==> src/design/dac_map.svh <==
// Purpose: named widths, depths, reset levels and timing figures
// Assumes: included by the package and by every design module
// Notes:   definitions only
`ifndef DAC_MAP_SVH
`define DAC_MAP_SVH

`define DAC_WORD_W        12
`define DAC_BIN_W         8
`define DAC_SEG_W         4
`define DAC_SEG_N         15
`define DAC_SEG_LSB       8
`define DAC_FIFO_DEPTH    16
`define DAC_CLK_PERIOD_NS 100
`define DAC_MIN_SAMPLE_NS 10
`define DAC_LVL_LOW       1'b0
`define DAC_LVL_HIGH      1'b1

`endif

==> src/design/dac_pkg.sv <==
// Purpose: shared types of the converter front end
// Assumes: dac_map.svh holds all widths
// Notes:   cell controls travel as one packed struct
`include "dac_map.svh"

package dac_pkg;

  // one sample word as presented by the source
  typedef logic [`DAC_WORD_W-1:0] sample_word_t;

  // upper four bits of a sample word
  typedef logic [`DAC_SEG_W-1:0] seg_code_t;

  // one set of current-cell controls
  typedef struct packed {
    logic [`DAC_SEG_N-1:0] seg_en;         // thermometer segment enables
    logic [`DAC_BIN_W-1:0] binary_ladder;  // binary-weighted cell controls
  } cell_ctrl_t;

endpackage

==> src/design/sample_fifo.sv <==
// Purpose: sample buffer with valid and ready on both sides
// Assumes: DEPTH is a power of two, one clock
// Notes:   pointers carry one extra wrap bit for honest full and empty
`timescale 1ns/100ps
`include "dac_map.svh"

module sample_fifo #(
  parameter int W     = `DAC_WORD_W,
  parameter int DEPTH = `DAC_FIFO_DEPTH
) (
  input  wire logic                     i_clk,       // core clock
  input  wire logic                     i_rst_n,     // synchronised reset, active low
  input  wire logic                     i_in_valid,  // source offers a word
  output logic                          o_in_ready,  // room for a word
  input  wire logic [W-1:0]             i_in_data,   // word offered
  output logic                          o_out_valid, // a word is waiting
  input  wire logic                     i_out_ready, // drain takes the word
  output logic [W-1:0]                  o_out_data,  // oldest word
  output logic [$clog2(DEPTH):0]        o_level      // words held
);
  localparam int AW = $clog2(DEPTH);

  logic [W-1:0] mem [DEPTH];
  logic [AW:0]  wr_q;
  logic [AW:0]  wr_d;
  logic [AW:0]  rd_q;
  logic [AW:0]  rd_d;
  logic         push;
  logic         pop;
  logic         full;

  // status from the pointers
  assign full        = (wr_q[AW] != rd_q[AW]) && (wr_q[AW-1:0] == rd_q[AW-1:0]);
  assign o_in_ready  = !full;
  assign o_out_valid = (wr_q != rd_q);
  assign o_out_data  = mem[rd_q[AW-1:0]];
  assign o_level     = wr_q - rd_q;

  // next pointer values
  always_comb begin
    push = i_in_valid && o_in_ready;
    pop  = o_out_valid && i_out_ready;
    wr_d = wr_q + {{AW{1'b0}}, push};
    rd_d = rd_q + {{AW{1'b0}}, pop};
  end

  // pointer registers
  always_ff @(posedge i_clk or negedge i_rst_n) begin
    if (!i_rst_n) begin
      wr_q <= '0;
      rd_q <= '0;
    end else begin
      wr_q <= wr_d;
      rd_q <= rd_d;
    end
  end

  // storage, no reset needed
  always_ff @(posedge i_clk) begin
    if (push) begin
      mem[wr_q[AW-1:0]] <= i_in_data;
    end
  end

endmodule

==> src/design/dac_input_register_decoder.sv <==
// Purpose: input register and segment decoder feeding the current cells
// Assumes: source logic runs on i_core_clk; no software registers
// Notes:   code and cell controls hold no reset; o_code_loaded marks validity
`timescale 1ns/100ps
`include "dac_map.svh"

module dac_input_register_decoder
  import dac_pkg::*;
#(
  parameter int FIFO_DEPTH = `DAC_FIFO_DEPTH
) (
  input  wire logic         i_core_clk,     // core clock, 10 MHz
  input  wire logic         i_rst_n,        // async reset, active low
  input  wire sample_word_t i_sample_word,  // word from the source
  input  wire logic         i_sample_valid, // word offered
  output logic              o_sample_ready, // buffer has room
  input  wire logic         i_drain_hold,   // stall the holding register
  output sample_word_t      o_sample_word,  // registered code
  output cell_ctrl_t        o_true_cells,   // cells steered to true output
  output cell_ctrl_t        o_comp_cells,   // cells steered to complement
  output logic              o_code_loaded   // a code has been captured
);
  localparam int CLK_NS     = `DAC_CLK_PERIOD_NS;
  localparam int SAMPLE_NS  = `DAC_MIN_SAMPLE_NS;
  localparam int SAMPLE_CYC = ((SAMPLE_NS + CLK_NS - 1) / CLK_NS) < 1 ? 1 :
                              ((SAMPLE_NS + CLK_NS - 1) / CLK_NS);
  localparam int LW         = $clog2(FIFO_DEPTH) + 1;

  // thermometer decode, also used by the checks
  function automatic logic [`DAC_SEG_N-1:0] thermo(input seg_code_t c);
    logic [`DAC_SEG_N-1:0] t;
    t = '0;
    for (int i = 0; i < `DAC_SEG_N; i++) begin
      t[i] = (c > seg_code_t'(i));
    end
    return t;
  endfunction

  logic         rst_meta_q;
  logic         rst_n_q;
  logic         fifo_valid;
  sample_word_t fifo_data;
  logic [LW-1:0] fifo_level;
  logic         pop;
  sample_word_t code_q;
  sample_word_t code_d;
  cell_ctrl_t   true_q;
  cell_ctrl_t   true_d;
  cell_ctrl_t   comp_q;
  cell_ctrl_t   comp_d;
  logic         loaded_q;
  logic         loaded_d;

  // reset release through two flip-flops
  always_ff @(posedge i_core_clk or negedge i_rst_n) begin
    if (!i_rst_n) begin
      rst_meta_q <= `DAC_LVL_LOW;
      rst_n_q    <= `DAC_LVL_LOW;
    end else begin
      rst_meta_q <= `DAC_LVL_HIGH;
      rst_n_q    <= rst_meta_q;
    end
  end

  // sample buffer between source and holding register
  sample_fifo #(
    .W     (`DAC_WORD_W),
    .DEPTH (FIFO_DEPTH)
  ) u_fifo (
    .i_clk       (i_core_clk),
    .i_rst_n     (rst_n_q),
    .i_in_valid  (i_sample_valid),
    .o_in_ready  (o_sample_ready),
    .i_in_data   (i_sample_word),
    .o_out_valid (fifo_valid),
    .i_out_ready (!i_drain_hold),
    .o_out_data  (fifo_data),
    .o_level     (fifo_level)
  );

  // a word moves into the holding register
  assign pop = fifo_valid && !i_drain_hold;

  // next code and cell controls, decoded ahead of the register
  always_comb begin
    code_d = code_q;
    true_d = true_q;
    comp_d = comp_q;
    if (pop) begin
      code_d               = fifo_data;
      true_d.binary_ladder = fifo_data[`DAC_BIN_W-1:0];
      true_d.seg_en        = thermo(fifo_data[`DAC_WORD_W-1:`DAC_SEG_LSB]);
      comp_d               = ~true_d;
    end
  end

  // holding register right at the cell controls, no reset
  always_ff @(posedge i_core_clk) begin
    code_q <= code_d;
    true_q <= true_d;
    comp_q <= comp_d;
  end

  // validity flag
  always_comb begin
    loaded_d = loaded_q || pop;
  end

  always_ff @(posedge i_core_clk or negedge rst_n_q) begin
    if (!rst_n_q) begin
      loaded_q <= `DAC_LVL_LOW;
    end else begin
      loaded_q <= loaded_d;
    end
  end

  // outputs straight from flip-flops
  assign o_sample_word = code_q;
  assign o_true_cells  = true_q;
  assign o_comp_cells  = comp_q;
  assign o_code_loaded = loaded_q;
endmodule

==> config.mk <==
export PLATFORM = sky130hd
export DESIGN_NAME = dac_input_register_decoder
export DESIGN_NICKNAME = d
export VERILOG_FILES = /design/src/design/dac_pkg.sv /design/src/design/sample_fifo.sv /design/src/design/dac_input_register_decoder.sv
export VERILOG_INCLUDE_DIRS = /design/src /design/src/design
export SDC_FILE = /design/constraint.sdc
export NUM_CORES = 1
export LEC_CHECK = 0
export BUFFER_PORTS_ARGS = -buffer_cell sky130_fd_sc_hd__buf_2
export CAP_MARGIN = 20
export CORE_ASPECT_RATIO = 0.5
export CORE_MARGIN = 2
export CORE_UTILIZATION = 30
export DETAILED_ROUTE_END_ITERATION = 6
export PLACE_DENSITY = 0.45
export SETUP_SLACK_MARGIN = 0.1
export SYNTH_ARGS = -nofsm -noshare
export SYNTH_HDL_FRONTEND = slang
export SYNTH_SLANG_ARGS = --single-unit
==> constraint.sdc <==
create_clock -name i_core_clk -period 1.9 [get_ports i_core_clk]
set_input_delay 0.095 -clock i_core_clk [delete_from_list [all_inputs] [get_ports i_core_clk]]
set_output_delay 0.095 -clock i_core_clk [all_outputs]
set_load 0.03 [all_outputs]
Yosys cells after proc, flatten, opt, wreduce, memory -nomap -nowiden

Memories as Yosys holds them, arrays and structs flattened.
Cells that the tools add are included.

$add $sub $neg: 2
$lt $le $gt $ge: 15
Eq/ne operators: 3
Multiplexer cells: 2
Bitwise operators: 1
Reduce and logical (&&, ||, !) cells: 6

Operator list:

| cell                                                          | number |
|---|---|
| greater-than comparator 4 bit, second input constant          | 7 |
| NOT 23 bit                                                    | 1 |
| greater-than comparator 4 x 3 -> 1 bit, second input constant | 4 |
| adder 5 x 1 -> 5 bit                                          | 2 |
| greater-than comparator 4 x 1 -> 1 bit, second input constant | 2 |
| greater-than comparator 4 x 2 -> 1 bit, second input constant | 2 |
| != test 5 bit                                                 | 1 |
| == test 4 bit                                                 | 1 |
| logical AND 1 bit                                             | 3 |
| zero test 1 bit                                               | 2 |
| two-way mux 1 bit                                             | 2 |
| logical OR 1 bit                                              | 1 |
| != test 1 bit                                                 | 1 |

Register bits: 71
RAM bits: 192
Input bits: 16
Output and inout port bits: 60
Logic and storage cells: 40
Memories: 1

Memories:

| memory     | depth | width | rd ports | clocked after Yosys merged registers in | wr ports | line              | source |
|---|---|---|---|---|---|---|---|
| u_fifo.mem | 16    | 12    | 1        | 0                                       | 1        | sample_fifo.sv:23 | `logic [W-1:0] mem [DEPTH];` |

Logic depth before layout (Yosys ltp)

Depth after elaboration: 6
Mapped depth: 9

Hierarchy

From an unflattened synthesis, not the netlist that was laid out.

Cell total of the unflattened synthesis: 485
Area total of the unflattened synthesis: 9826.9 sq um

By module, submodules not included:

| module                     | instances | cells an instance | area an instance (sq um) | seq. area each (sq um) |
|---|---|---|---|---|
| sample_fifo                | 1         | 372               | 7927.6                   | 6015.8 |
| dac_input_register_decoder | 1         | 113               | 1899.3                   | 1576.5 |

Worst setup path after synthesis

Ideal clock, no wire load.

Path kind: flip-flop to flip-flop
Start: register u_fifo.rd_q[0]
End: register u_fifo.rd_q[4]
Setup time: 0.123 ns
Arrival: 4.260 ns
Data required time: 1.777 ns
Slack: -2.483 ns
Stages on the path, launching flop included: 9
Buffers on the path: 1
Period minus slack after synthesis: 4.383 ns
Path through: dfrtp_1 -> buf_6 -> xor2_1 -> nor4_1 -> a21oi_1 -> ha_1 -> ha_1 -> nand3_1 -> xnor2_1

Cells in the longest elaborated chain, start to end: 3

Ends and longest elaborated chain:

| what                   | line                             | source |
|---|---|---|
| from (decl)            | sample_fifo.sv:26                | `logic [AW:0] rd_q;` |
| from (signal assigned) | sample_fifo.sv:54                | `rd_q <= rd_d;` |
| != test 5 bit          | sample_fifo.sv:35                | `assign o_out_valid = (wr_q != rd_q);` |
| logical AND 1 bit      | --                               |  |
| via pop                | dac_input_register_decoder.sv:44 | `logic pop;` |
| adder 5 x 1 -> 5 bit   | sample_fifo.sv:44                | `rd_d = rd_q + {{AW{1'b0}}, pop};` |
| via u_fifo.rd_d[4]     | sample_fifo.sv:27                | `logic [AW:0] rd_d;` |

The timed path passes the listed nets, and every way through them passes these cells.
A chain may end at the register's enable or synchronous reset.

Worst setup path in the final report

Start: register u_fifo.rd_q[0]
End: register comp_q (netlist bit o_comp_cells[14]) (data pin)

Cells in the longest elaborated chain, start to end: 3

Ends and longest elaborated chain:

| what                                   | line                              | source |
|---|---|---|
| memory read (16 x 12 bit)              | --                                |  |
| greater-than comparator 4 x 3 -> 1 bit | dac_input_register_decoder.sv:34  | `t[i] = (c > seg_code_t'(i));` |
| NOT 23 bit                             | dac_input_register_decoder.sv:93  | `comp_d = ~true_d;` |
| to (signal assigned)                   | dac_input_register_decoder.sv:101 | `comp_q <= comp_d;` |
| to (decl)                              | dac_input_register_decoder.sv:49  | `cell_ctrl_t comp_q;` |

Every way passes these cells.

==> impl_metrics.toml <==
[synth]
synthTopCellsByCount = "edfxtp_1 (242), mux4_2 (55), nor2_1 (20), dfrtp_1 (13), nand2_1 (12)"
ys.flop_type = "edfxtp_1"
syn_inst = 452
async_flop_share = 0.05098
synth_cell_types = 44
synthesis.nets = 472
yosys-top-cells-area = "edfxtp_1 (74%), mux4_2 (13%), dfrtp_1 (3.3%)"
synth_warnings = 0
yosysTopAreaCell = "edfxtp_1"
synth_top_area_frac = 0.7448
synth_edf_count = 242
ys_seq_elements = 255
yosysSeqAreaShare = 0.7781
synth_most_common_cell = "edfxtp_1"
syn_avg_cell_area_um2 = 21.59
netlist_area_um2 = 9757

[setup_path]
rrSetupSlack_ns = -0.30
crit_family = "flip-flops"
end_kind = "flip-flop"
critPathKind = "reg2reg"
max_stage_delay_ns = 0.51
cp.arrival_ns = 2.60
slowest_stage = "dfrtp_4"
worstPathRequired_ns = 2.29
path_buf_inv = 3
cp_max_fo = 5
cp-start-kind = "flip-flop"
path_cells = "buf_8 > buf_6 > mux4_2 > a22oi_2 > buf_4 > nand3_2 > and2_4 > a21oi_2"

[layout]
fin_cells = 1124
drive_above_1_share = 0.5477
nFillCells = 2818
areaGrowthSynthToFinish_pct = 38.79
n_antenna_cell = 0
finalCoreUtilization = 0.4255
nets = 692
fin_area_um2 = 13540

[place]
dpl.hpwl_mm = 14.68
place_ws_ns = -0.3827
dpl.cell_count = 1019
place.gp.congestion = 0.6975
dpl_cell_area_um2 = 11670
io_buffer_count = 75

[timing]
hold_viol_final = 0
finalSetupTns_ns = -46.20
fin_skew_ns = 0.02017
whs_ns = 0.1978
drv_slew = 0
rsz0062_at_grt = "true"
period_minus_slack_ns = 2.203
setup_ws_ns = -0.3028
fmaxAchievable_mhz = 454.0
setup_viol = 298
period_share = 1.159

[clocking]
htreeDepth = 1
cts_buffer_depth = 3
cts_tree = "done"
clk_pin_slew_ns = 0.06
clockRootBuffer = "clkbuf_16"
clkLatencyLatePin_ns = 0.54
cts_sinks = 255
cts_inserted_buffers = 26

[global_routing]
grt_util_all_layers = 0.1354
grt_first_pass_wirelength_mm = 33.99
grt_max_degree = 23
antenna_found_initial = 0
grt_remaining_overflow = 0
grt_pass1_vias = 5258

[run]
maxCapViolations = 0

[die]
num_rows = 46
die_w_um = 259.0
core-area_um2 = 31830
num_io_pins = 76
die_height_um = 131.5
start_util = 0.3065
die_area_um2 = 34070

[status]
status = "finished with violations"
violations = "setup timing"

[detailed_routing]
antenna_left = 0
drc = 0
firstDrtPassIters = 5
vias_per_cell = 4.451
postRouteWirelength_mm = 23.03
vias = 5003
drt_first_iter_violations = 412
drt-wirelength-per-cell_um = 20.49

[hold_path]
hp-class = "reg2async"

[power]
p_int_mw = 15.33
power.share.switching = 0.3466
p_switching_mw = 8.131
pwr-share-clk = 0.206
power.density_nw_per_um2 = 1732
p_leak_nw = 4.730
irDropWorstVdd_uv = 656.8
p_total_mw = 23.46
p_seq_frac = 0.342
p_comb_frac = 0.452
[placed cells by master (no fill, tap or decap), types with 3 or more instances in the layout]
cell type and instances:
a21oi_2 3, buf_12 30, buf_16 4, buf_2 74, buf_4 37, buf_6 54, clkbuf_1 6, clkbuf_16 30
clkinv_1 6, clkinv_2 6, dfrtp_1 10, dlygate4sd3_1 15, edfxtp_1 242, ha_4 4, inv_1 4, inv_2 11
mux4_2 56, nand2_1 5, nand2_2 4, nand2_4 3, nand3_2 6, nand3_4 3, nor2_1 4, nor2_2 4
nor2_4 13, nor3_4 5, xnor2_1 3, xor2_1 3, xor2_2 4
[layer usage]
metal / vias up / part of all wire / global-route usage
li1: 2253 / - / -
met1: 2622 / 0.47 / 0.1993
met2: 97 / 0.47 / 0.2057
met3: 31 / 0.043 / 0.02681
met4: 0 / 0.017 / 0.03243
met5: - / 0 / 0
[worst paths after layout]
check                                               from                          to  cells after the start
worst max register to register  u_fifo.rd_q[0]$_DFF_PN0_  o_comp_cells[14]$_DFFE_PP_                      8
min in group i_core_clk                   i_sample_valid    u_fifo.wr_q[0]$_DFF_PN0_                      5
max in group asynchronous              rst_n_q$_DFF_PN0_    u_fifo.rd_q[0]$_DFF_PN0_                      0
worst min-delay path                   rst_n_q$_DFF_PN0_    u_fifo.rd_q[4]$_DFF_PN0_                      0
worst min register to register         rst_n_q$_DFF_PN0_    u_fifo.rd_q[4]$_DFF_PN0_                      0
worst max-delay path            u_fifo.rd_q[0]$_DFF_PN0_  o_comp_cells[14]$_DFFE_PP_                      8
[sequential cells by signal, summed over array words and instances (netlist names)]
name and flops:
o_code_loaded 1, o_comp_cells 23, o_sample_word 12, o_true_cells 15, rst_meta_q 1, rst_n_q 1, u_fifo.mem 192, u_fifo.rd_q 5
u_fifo.wr_q 5
[power by group through the flow]
| stage | Sequential [mW] | Clock, mW | Combinational, mW |
|---|---|---|---|
| floorplan | 9.18 | 0 | 4.79 |
| global placement | 8.19 | 0 | 8.84 |
| detailed placement | 8.20 | 0 | 8.88 |
| CTS | 8.04 | 4.98 | 9.98 |
| global route | 8.12 | 5.19 | 11.3 |
| finish | 8.02 | 4.84 | 10.6 |
[logic make-up (layout without fill, tap and decap cells)]
logic type,after synthesis,count (layout),synth area share
fa+ha+maj,4,4,0.005130
other cells,1,1,0.0003843
buf+inv,44,283,0.02629
mux,62,62,0.1376
compound gates,12,12,0.008207
simple gates,63,64,0.03437
xor+xnor,11,11,0.009874
flops,255,255,0.7781
[layout make-up]
class,instances,area [um^2],area share
sequential,255,7599,0.5611
multi-input combinational,154,2311,0.1707
timing repair buffer,218,2207,0.1630
clock buffer,33,698.2,0.05156
tap,432,540.5,0.03992
clock inverter,15,102.6,0.007576
inverter,17,83.83,0.006191
[timing repair]
action,in CTS,in global routing
hold endpoints to repair,195,0
pin swaps,14,22
resized for setup,74,43
buffers inserted,29,11
cloned,4,4
hold buffers,15,0
endpoints found under the setup margin,293,303
Power figures use the tool's default switching activity.
